$ cat config.mk
export PLATFORM = sky130hd
export DESIGN_NAME = cti_tape_if
export DESIGN_NICKNAME = d
export VERILOG_FILES = /design/src/cti_pkg.sv /design/src/cti_tape_if.sv
export SDC_FILE = /design/constraint.sdc
export NUM_CORES = 1
export LEC_CHECK = 0
export BUFFER_PORTS_ARGS = -buffer_cell sky130_fd_sc_hd__buf_2
export CORE_UTILIZATION = 60
export DETAILED_ROUTE_END_ITERATION = 10
export GPL_TIMING_DRIVEN = 0
export PLACE_DENSITY = 0.76
export SLEW_MARGIN = 20
export SYNTH_ARGS = -nofsm -noshare
export SYNTH_HDL_FRONTEND = slang
export SYNTH_SLANG_ARGS = --single-unit
$ cat constraint.sdc
create_clock -name clock_i -period 4.1 [get_ports clock_i]
set_input_delay 0.615 -clock clock_i [delete_from_list [all_inputs] [get_ports clock_i]]
set_output_delay 0.615 -clock clock_i [all_outputs]
set_load 0.005 [all_outputs]
$ cat src/cti_pkg.sv
package cti_pkg;

    // Core clock
    localparam int unsigned CLK_HZ = 40_000_000;

    // Write oscillator and its divided clocks
    localparam int unsigned OSC_HZ = 9_600;
    localparam int unsigned OSC_CYCLES = CLK_HZ / OSC_HZ;

    // Read side timing, times in ns
    localparam int unsigned PULSE_NS = 1_000;
    localparam int unsigned PULSE_CYCLES = (PULSE_NS * (CLK_HZ / 1_000_000)) / 1_000;
    localparam int unsigned SAMPLE_NS = 301_000;
    localparam int unsigned SAMPLE_CYCLES = (SAMPLE_NS * (CLK_HZ / 1_000_000)) / 1_000;
    localparam int unsigned IDLE_NS = 2_000_000;
    localparam int unsigned IDLE_CYCLES = (IDLE_NS * (CLK_HZ / 1_000_000)) / 1_000;

    // Counter widths
    localparam int OSC_W = 13;
    localparam int PULSE_W = 6;
    localparam int SAMPLE_W = 15;
    localparam int IDLE_W = 17;

    // Command latch bit positions
    localparam int CMD_IRQ_EN = 0;
    localparam int CMD_MOVE = 1;
    localparam int CMD_REWIND = 2;
    localparam int CMD_WRITE = 3;
    localparam logic [3:0] CMD_RESET = 4'h0;

    // Status word bit positions
    localparam int ST_SHIFTER_ACTIVE = 0;
    localparam int ST_READY_FOR_BYTE = 1;
    localparam int ST_BYTE_AVAILABLE = 2;
    localparam int ST_END_OF_RECORD = 3;
    localparam int ST_LEADER_DETECT = 4;
    localparam int ST_WRITE_PROTECT = 5;
    localparam int ST_CASSETTE_SIDE = 6;
    localparam int ST_CASSETTE_PRESENT = 7;

    // Byte framing
    localparam logic [2:0] LAST_BIT = 3'h7;
    localparam logic [7:0] IRQ_VECTOR = 8'h02;
    localparam logic [7:0] BYTE_RESET = 8'h00;

    // Write buffer
    localparam int BUF_DEPTH = 2;
    localparam logic [1:0] BUF_FULL = 2'h2;

endpackage : cti_pkg

$ cat src/cti_tape_if.sv
// Functional notes
// - Latch interrupt enable, move, rewind and write commands from the bus until rewritten.
// - Latched commands drive tape_move_n, direction_select and record_select to the drive.
// - Status carries cassette_present, cassette_side, write_protect and leader_detect.
// - Status carries end_of_record, byte_available, ready_for_byte and shifter_active.
// - Status packed in one byte, driven on the bus only on status read.
// - Write timing from 9.6 kHz tick, divided by two twice.
// - Divided clocks form a load pulse and a shift pulse for the shifter.
// - Byte write drops ready_for_byte and captures the bus byte into holding storage.
// - Load pulse into the shifter is aligned to the write master clock.
// - After load shifter_active sets and ready_for_byte returns unless a second byte is held.
// - Each shifted bit is held in a bit latch, then phase encoded.
// - Bit counter at eight loads any held byte, keeping shifter_active set, else clears shifter_active.
// - With no further byte, shifter stays idle and shifting stops.
// - Every tape data transition yields a 1 us pulse.
// - Tape level sampled into read shift register on a 301 us timing.
// - Pulse trailing edge counts bits; at eight latch byte, set byte_available.
// - Reading the byte clears byte_available and rearms the reader.
// - Transfer indication low from first read transition until transfer completes.
// - byte_available or ready_for_byte rising asserts active low irq_n.
// - Grant while request pending drives data line 1 high and module_ack.
// - Pending interrupt cleared by controller signal and by reset.
// - Data input read withdraws the interrupt request.
// - Forward: direction low, move low; rewind: direction high, move low.
// - Command, status, data write and data read transfers, and a grant with a request pending, are answered with module_ack while data moves.
module cti_tape_if
    import cti_pkg::*;
#(
    parameter int unsigned OSC_TICK_CYCLES = cti_pkg::OSC_CYCLES,
    parameter int unsigned SAMPLE_WAIT_CYCLES = cti_pkg::SAMPLE_CYCLES,
    parameter int unsigned IDLE_WAIT_CYCLES = cti_pkg::IDLE_CYCLES
)
(
    input wire logic clock_i,
    input wire logic rst_n_i,
    input wire logic cmd_wr_i,
    input wire logic status_rd_i,
    input wire logic data_wr_i,
    input wire logic data_rd_i,
    input wire logic irq_clear_i,
    input wire logic irq_grant_i,
    input wire logic [7:0] bus_data_i,
    output logic [7:0] bus_data_o,
    output logic bus_data_oe_n_o,
    output logic module_ack_o,
    output logic irq_n_o,
    output logic write_space_o,
    input wire logic cassette_present_i,
    input wire logic cassette_side_i,
    input wire logic write_protect_i,
    input wire logic leader_detect_i,
    input wire logic tape_data_i,
    output logic tape_move_n_o,
    output logic direction_select_o,
    output logic record_select_o,
    output logic tape_write_o,
    output logic transfer_idle_o
);
    import cti_pkg::*;

    ////////////////////////////////////////////////////////////////////////////
    // Reset release and pin synchronisers

    logic rst_meta;
    logic rst_n;
    logic [4:0] pin_meta;
    logic [4:0] pin_sync;

    always_ff @(posedge clock_i or negedge rst_n_i)
    begin
        if (!rst_n_i)
        begin
            rst_meta <= 1'b0;
            rst_n <= 1'b0;
        end
        else
        begin
            rst_meta <= 1'b1;
            rst_n <= rst_meta;
        end
    end

    always_ff @(posedge clock_i or negedge rst_n)
    begin
        if (!rst_n)
        begin
            pin_meta <= 5'h00;
            pin_sync <= 5'h00;
        end
        else
        begin
            pin_meta <= {tape_data_i, leader_detect_i, write_protect_i,
                         cassette_side_i, cassette_present_i};
            pin_sync <= pin_meta;
        end
    end

    logic tape_level;
    assign tape_level = pin_sync[4];

    ////////////////////////////////////////////////////////////////////////////
    // Command latch

    logic [3:0] cmd;

    always_ff @(posedge clock_i or negedge rst_n)
    begin
        if (!rst_n)
            cmd <= CMD_RESET;
        else if (cmd_wr_i)
            cmd <= bus_data_i[3:0];
    end

    assign tape_move_n_o = ~(cmd[CMD_MOVE] | cmd[CMD_REWIND]);
    assign direction_select_o = cmd[CMD_REWIND];
    assign record_select_o = cmd[CMD_WRITE];

    ////////////////////////////////////////////////////////////////////////////
    // Write timing: 9.6 kHz tick and its halves

    logic [OSC_W-1:0] osc_cnt;
    logic osc_tick;
    logic [1:0] osc_div;
    logic half_tick;
    logic cell_tick;

    assign osc_tick = (osc_cnt == OSC_W'(OSC_TICK_CYCLES - 1));

    always_ff @(posedge clock_i or negedge rst_n)
    begin
        if (!rst_n)
        begin
            osc_cnt <= '0;
            osc_div <= 2'h0;
        end
        else if (osc_tick)
        begin
            osc_cnt <= '0;
            osc_div <= osc_div + 2'h1;
        end
        else
            osc_cnt <= osc_cnt + OSC_W'(1);
    end

    assign half_tick = osc_tick && (osc_div == 2'h1);
    assign cell_tick = osc_tick && (osc_div == 2'h3);

    ////////////////////////////////////////////////////////////////////////////
    // Two-entry holding buffer between bus and shifter

    logic [7:0] buf_mem [BUF_DEPTH];
    logic buf_wr_ptr;
    logic buf_rd_ptr;
    logic [1:0] buf_count;
    logic buf_push;
    logic buf_pop;
    logic buf_valid;
    logic shifter_active;
    logic [7:0] shift_reg;
    logic [2:0] wr_bits;
    logic bit_latch;
    logic second_half;

    // Second slot lets a write issued before ready_for_byte returns survive
    assign write_space_o = (buf_count != BUF_FULL);
    assign buf_valid = (buf_count != 2'h0);
    assign buf_push = data_wr_i && write_space_o;
    assign buf_pop = cell_tick && buf_valid && (!shifter_active || wr_bits == LAST_BIT);

    always_ff @(posedge clock_i)
    begin
        if (buf_push)
            buf_mem[buf_wr_ptr] <= bus_data_i;
    end

    always_ff @(posedge clock_i or negedge rst_n)
    begin
        if (!rst_n)
        begin
            buf_wr_ptr <= 1'b0;
            buf_rd_ptr <= 1'b0;
            buf_count <= 2'h0;
        end
        else
        begin
            if (buf_push)
                buf_wr_ptr <= ~buf_wr_ptr;
            if (buf_pop)
                buf_rd_ptr <= ~buf_rd_ptr;
            buf_count <= buf_count + {1'b0, buf_push} - {1'b0, buf_pop};
        end
    end

    ////////////////////////////////////////////////////////////////////////////
    // Write shifter, bit latch and phase encoder

    logic ready_for_byte;

    // not ready while a byte is held
    // ready again once the byte moves on
    assign ready_for_byte = !buf_valid;

    always_ff @(posedge clock_i or negedge rst_n)
    begin
        if (!rst_n)
        begin
            shifter_active <= 1'b0;
            shift_reg <= BYTE_RESET;
            wr_bits <= 3'h0;
            bit_latch <= 1'b0;
        end
        else if (cell_tick)
        begin
            if (buf_pop)
            begin
                shifter_active <= 1'b1;
                shift_reg <= {1'b0, buf_mem[buf_rd_ptr][7:1]};
                wr_bits <= 3'h0;
                bit_latch <= buf_mem[buf_rd_ptr][0];
            end
            else if (shifter_active && wr_bits == LAST_BIT)
            begin
                shifter_active <= 1'b0;
                wr_bits <= 3'h0;
            end
            else if (shifter_active)
            begin
                bit_latch <= shift_reg[0];
                shift_reg <= {1'b0, shift_reg[7:1]};
                wr_bits <= wr_bits + 3'h1;
            end
        end
    end

    always_ff @(posedge clock_i or negedge rst_n)
    begin
        if (!rst_n)
            second_half <= 1'b0;
        else if (cell_tick)
            second_half <= 1'b0;
        else if (half_tick)
            second_half <= 1'b1;
    end

    // mid-cell edge carries the bit; line rests low when idle
    always_ff @(posedge clock_i or negedge rst_n)
    begin
        if (!rst_n)
            tape_write_o <= 1'b0;
        else if (!shifter_active)
            tape_write_o <= 1'b0;
        else
            tape_write_o <= second_half ? bit_latch : ~bit_latch;
    end

    ////////////////////////////////////////////////////////////////////////////
    // Read: transition pulse, blanking, bit assembly

    logic tape_last;
    logic edge_seen;
    logic [PULSE_W-1:0] pulse_cnt;
    logic pulse_end;
    logic [SAMPLE_W-1:0] blank_cnt;
    logic [IDLE_W-1:0] idle_cnt;
    logic reading;
    logic [7:0] rd_shift;
    logic [2:0] rd_bits;
    logic [7:0] rd_byte;
    logic byte_available;
    logic end_of_record;
    logic byte_done;

    assign edge_seen = (tape_level != tape_last);

    always_ff @(posedge clock_i or negedge rst_n)
    begin
        if (!rst_n)
        begin
            tape_last <= 1'b0;
            pulse_cnt <= '0;
        end
        else
        begin
            tape_last <= tape_level;
            if (edge_seen)
                pulse_cnt <= PULSE_W'(PULSE_CYCLES);
            else if (pulse_cnt != '0)
                pulse_cnt <= pulse_cnt - PULSE_W'(1);
        end
    end

    // Trailing edge of the pulse, outside the blanking window
    assign pulse_end = (pulse_cnt == PULSE_W'(1)) && !edge_seen && (blank_cnt == '0);
    assign byte_done = pulse_end && (rd_bits == LAST_BIT);

    // cell-boundary edges fall inside the 301 us window and are skipped
    // level after the accepted edge is the bit
    always_ff @(posedge clock_i or negedge rst_n)
    begin
        if (!rst_n)
        begin
            blank_cnt <= '0;
            rd_shift <= BYTE_RESET;
            rd_bits <= 3'h0;
            rd_byte <= BYTE_RESET;
        end
        else
        begin
            if (pulse_end)
            begin
                blank_cnt <= SAMPLE_W'(SAMPLE_WAIT_CYCLES);
                rd_shift <= {tape_level, rd_shift[7:1]};
                rd_bits <= rd_bits + 3'h1;
            end
            else if (blank_cnt != '0)
                blank_cnt <= blank_cnt - SAMPLE_W'(1);
            if (byte_done)
                rd_byte <= {tape_level, rd_shift[7:1]};
            if (!reading)
                rd_bits <= 3'h0;
        end
    end

    // cleared when the byte is read; the set wins
    always_ff @(posedge clock_i or negedge rst_n)
    begin
        if (!rst_n)
            byte_available <= 1'b0;
        else if (byte_done)
            byte_available <= 1'b1;
        else if (data_rd_i)
            byte_available <= 1'b0;
    end

    // transfer active from first edge until the line falls quiet
    always_ff @(posedge clock_i or negedge rst_n)
    begin
        if (!rst_n)
        begin
            reading <= 1'b0;
            idle_cnt <= '0;
            end_of_record <= 1'b0;
        end
        else
        begin
            if (edge_seen && !cmd[CMD_WRITE])
            begin
                reading <= 1'b1;
                idle_cnt <= IDLE_W'(IDLE_WAIT_CYCLES);
            end
            else if (idle_cnt != '0)
                idle_cnt <= idle_cnt - IDLE_W'(1);
            else
                reading <= 1'b0;
            if (reading && idle_cnt == IDLE_W'(1) && !edge_seen)
                end_of_record <= 1'b1;
            else if (cmd_wr_i)
                end_of_record <= 1'b0;
        end
    end

    assign transfer_idle_o = !reading;

    ////////////////////////////////////////////////////////////////////////////
    // Interrupt request

    logic ready_last;
    logic avail_last;
    logic irq_pend;
    logic irq_event;

    assign irq_event = cmd[CMD_IRQ_EN] &&
                       ((byte_available && !avail_last) || (ready_for_byte && !ready_last));

    always_ff @(posedge clock_i or negedge rst_n)
    begin
        if (!rst_n)
        begin
            // Matches ready_for_byte after reset, so no false rising edge
            ready_last <= 1'b1;
            avail_last <= 1'b0;
            irq_pend <= 1'b0;
        end
        else
        begin
            ready_last <= ready_for_byte;
            avail_last <= byte_available;
            if (irq_event)
                irq_pend <= 1'b1;
            else if (irq_clear_i || data_rd_i)
                irq_pend <= 1'b0;
        end
    end

    assign irq_n_o = !irq_pend;

    ////////////////////////////////////////////////////////////////////////////
    // Bus answer: registered data and acknowledge

    logic [7:0] status_word;

    always_comb
    begin
        status_word = BYTE_RESET;
        status_word[ST_CASSETTE_PRESENT] = pin_sync[0];
        status_word[ST_CASSETTE_SIDE] = pin_sync[1];
        status_word[ST_WRITE_PROTECT] = pin_sync[2];
        status_word[ST_LEADER_DETECT] = pin_sync[3];
        status_word[ST_END_OF_RECORD] = end_of_record;
        status_word[ST_BYTE_AVAILABLE] = byte_available;
        status_word[ST_READY_FOR_BYTE] = ready_for_byte;
        status_word[ST_SHIFTER_ACTIVE] = shifter_active;
    end

    always_ff @(posedge clock_i or negedge rst_n)
    begin
        if (!rst_n)
        begin
            bus_data_o <= BYTE_RESET;
            bus_data_oe_n_o <= 1'b1;
            module_ack_o <= 1'b0;
        end
        else
        begin
            module_ack_o <= cmd_wr_i || status_rd_i || data_wr_i || data_rd_i ||
                            (irq_grant_i && irq_pend);
            bus_data_oe_n_o <= !(status_rd_i || data_rd_i || (irq_grant_i && irq_pend));
            if (irq_grant_i && irq_pend)
                bus_data_o <= IRQ_VECTOR;
            else if (status_rd_i)
                bus_data_o <= status_word;
            else if (data_rd_i)
                bus_data_o <= rd_byte;
            else
                bus_data_o <= BYTE_RESET;
        end
    end

endmodule : cti_tape_if

==> flow_summary.ini <==
[critical_path]
cp.arrival_ns = 3.43
worst_path_max_delay_cell = sky130_fd_sc_hd__nor4b_1
critPathTopFamily = simple AND/OR/NAND/NOR gates
worst_setup_path_start_kind = flop
timing.critical_path.cells = nor4b_1, nand4_1, nor3_1, ha_1, inv_1, ha_1, xnor2_1, xnor2_1
biggest_fanout_along_the_worst_timing_path = 7
setup.worst_path.class = flop to flop
crit_required_ns = 4.56
cp_slowest_stage_delay_ns = 0.60
cp_num_buf_inv = 1
crit_path_end_kind = flop

[clocking]
clkSlewWorstSetupHoldPaths_ns = 0.06
clkSinkCount = 138
tritoncts.num_buffers = 17
post_cts.repair.setup_buffers = 0
post_cts_resized = 0
htree_levels = 4
clock_insertion_delay_worst_skew_ns = 0.54
clock_tree_from_tritoncts = built
cts_root_buf = sky130_fd_sc_hd__clkbuf_8
max-clock-path-buffers = 2

[die]
rows = 36
core_um2 = 9860
floorplan.die.width_um = 103
die_area_um2 = 10600
floorplan.initialDensity = 0.623
die_ht_um = 103
num_io_pins = 38

[global_routing]
first_global_vias = 4225
globalRouteTotalUtil = 0.261
number_of_antenna_violations_at_the_first_check_in_global_routing = 0
grt_first_pass_wirelength_mm = 20.4
grt_max_degree = 46
grt.overflow.total = 0

[yosys]
netlist_instances = 531
yosys_register_bits = 138
synth_async_sr_flop_share = 0.884
number_of_synthesized_flops_with_an_enable_pin = 16
yosysTopAreaCellShare = 0.489
ys_types = 59
synth.top_cells.by_area = sky130_fd_sc_hd__dfrtp_1 49%, sky130_fd_sc_hd__edfxtp_1 7.8%, sky130_fd_sc_hd__ha_1 3.7%, sky130_fd_sc_hd__mux2_2 3.7%, sky130_fd_sc_hd__o21ai_0 2.4%
synth_warnings = 0
synth_area_per_cell_um2 = 11.6
synth_ff_type = sky130_fd_sc_hd__dfrtp_1
syn_nets = 570
seq_area_frac_synth = 0.576
post_synthesis_instance_area_um2 = 6140
synth_area_leader_cell = sky130_fd_sc_hd__dfrtp_1

[route]
route.antenna.remaining_nets = 0
routed_via_density = 5.97
post_drt_wl_per_cell_um = 16.9
dr.first_iter.drc_count = 205
number_of_remaining_drc_errors = 0
detail_route.first_pass.iterations = 6
wl_mm = 12.4
vias = 4391

[layout]
top_regs = idle_cnt (17), buf_mem (16), blank_cnt (15)
synthToLayoutAreaGrowth_pct = 16.2
fin_util = 0.723
fillerInstances = 664
flip_flop_count_of_the_largest_register_all_copies_and_words_added = 17
largest_register = idle_cnt
drive_above_1_share = 0.176
insertedDiodeCount = 0
nets = 629
sequential_cell_area_um2 = 3540
multi_input_logic_area_um2 = 2480

[timing]
fin_setup_tns_ns = 0
timing.final.hold_violations = 0
grt_setup_unrepaired = false
max_freq_ghz = 0.337
layout_worst_path_cycle_share = 0.724
setup_violations = 0
drv_slew = 0
max-slew-margin-rel = 0.466
worstMarginPinSlew_ns = 0.795
fin_skew_ns = 0.00959
fin_crit_period_ns = 2.97

[hold_path]
timing.hold.worst.class = primary input to flop

[pwr]
power_per_cell_area_nw_per_um2 = 563
p_switching_w = 0.00120
p_int_w = 0.00282
clock_power_share = 0.379
static-leakage-power_nw = 3.07
switching_fraction_of_total_power = 0.299
vdd_drop_max_v = 0.000350
power.share.sequential = 0.445
power.share.combinational = 0.177

[placed_design]
place.detailed.hpwl_mm = 8.24
io_buffer_count = 37
finalWeightedCongestion = 0.932

[flow_run]
drv_cap = 0

[status]
result_of_the_run = finished, final reports clean
-- per-stage QoR --
step                cells  power, W  hold WS, ns  worst slack [ns]  instance area (um2)
global placement      701   0.00245        0.335            -0.783                 6490
CTS                   736   0.00404        0.168              1.11                 7130
detailed placement    703   0.00251        0.335              1.21                 6540
finish                736   0.00402        0.187              1.13                 7130
global route          736   0.00422        0.162             0.957                 7130
floorplan             531   0.00229        0.319             0.453                 6140
-- power groups by stage --
stage / clock network (W) / logic, W / registers, W
2_1_floorplan: 0 / 0.000520 / 0.00177
3_3_place_gp: 0 / 0.000650 / 0.00180
3_5_place_dp: 0 / 0.000705 / 0.00180
4_1_cts: 0.00154 / 0.000715 / 0.00178
5_1_grt: 0.00161 / 0.000798 / 0.00182
6_report: 0.00152 / 0.000711 / 0.00179
-- synth_stat cells (13+ instances only) --
library cell,number
sky130_fd_sc_hd__clkbuf_1,13
sky130_fd_sc_hd__xnor2_1,14
sky130_fd_sc_hd__o21ai_0,29
sky130_fd_sc_hd__nand3_1,19
sky130_fd_sc_hd__dfrtp_1,120
sky130_fd_sc_hd__ha_1,18
sky130_fd_sc_hd__nor3_1,13
sky130_fd_sc_hd__nor2_1,33
sky130_fd_sc_hd__mux2_2,20
sky130_fd_sc_hd__edfxtp_1,16
sky130_fd_sc_hd__nand2_1,30
sky130_fd_sc_hd__inv_1,20
sky130_fd_sc_hd__a21oi_1,26
-- cells by family (layout without fill, tap and decap cells) --
family | count (synthesis) | in the layout | synth area share
mux | 30 | 30 | 0.0534
buf+inv | 33 | 105 | 0.0202
flops | 138 | 138 | 0.576
simple gates | 182 | 182 | 0.169
xor+xnor | 20 | 20 | 0.0285
other cells | 1 | 1 | 0.000611
compound gates | 109 | 109 | 0.116
fa+ha+maj | 18 | 18 | 0.0367
-- area by class of cell --
| cell class | instances | area share |
|---|---|---|
| repair buffers | 40 | 0.0330 |
| flip-flops and latches | 138 | 0.496 |
| plain buffers | 13 | 0.00684 |
| inverters | 20 | 0.0105 |
| well taps | 133 | 0.0233 |
| multi-input cells | 360 | 0.348 |
| clock buffers | 18 | 0.0586 |
| clock inverters | 14 | 0.0237 |
-- cell usage in the layout, fill, tap and decap left out, types with 11 or more instances in the layout --
cell	n
sky130_fd_sc_hd__clkbuf_1	14
sky130_fd_sc_hd__nand4_1	11
sky130_fd_sc_hd__nor2_1	33
sky130_fd_sc_hd__buf_2	37
sky130_fd_sc_hd__mux2_2	20
sky130_fd_sc_hd__edfxtp_1	16
sky130_fd_sc_hd__inv_1	20
sky130_fd_sc_hd__dfrtp_1	119
sky130_fd_sc_hd__o21ai_0	29
sky130_fd_sc_hd__nand3_1	19
sky130_fd_sc_hd__a21oi_1	26
sky130_fd_sc_hd__xnor2_1	14
sky130_fd_sc_hd__nor3_1	13
sky130_fd_sc_hd__clkbuf_16	16
sky130_fd_sc_hd__ha_1	18
sky130_fd_sc_hd__nand2_1	30
-- metal layers --
metal	vias to the layer above	share of wire	wire length, um	global-route usage
li1	2074	-	-	-
met1	2199	0.45	5540	0.335
met2	99	0.51	6310	0.433
met3	19	0.035	430	0.0712
met4	0	0.013	158	0.0845
met5	-	0	0	0
-- repair_timing --
action	CTS	global route
endpoints found under the setup margin	0	0
hold endpoints to repair	2	0
hold buffers	1	0
-- final timing paths --
path	slack [ns]	cells past startpoint	to	from
worst max-delay path	1.13	8	buf_count[1]$_DFF_PN0_	osc_cnt[4]$_DFF_PN0_
worst min-delay path	0.19	1	pin_meta[3]$_DFF_PN0_	leader_detect_i
worst max register to register	1.13	8	buf_count[1]$_DFF_PN0_	osc_cnt[4]$_DFF_PN0_
worst min register to register	0.34	0	pin_sync[0]$_DFF_PN0_	pin_meta[0]$_DFF_PN0_
max in group asynchronous	3.06	1	bus_data_oe_n_o$_DFF_PN1_	rst_n$_DFF_PN0_
min in group asynchronous	0.35	0	idle_cnt[13]$_DFFE_PN0P_	rst_n$_DFF_PN0_
(Power assumes the default switching activity.)
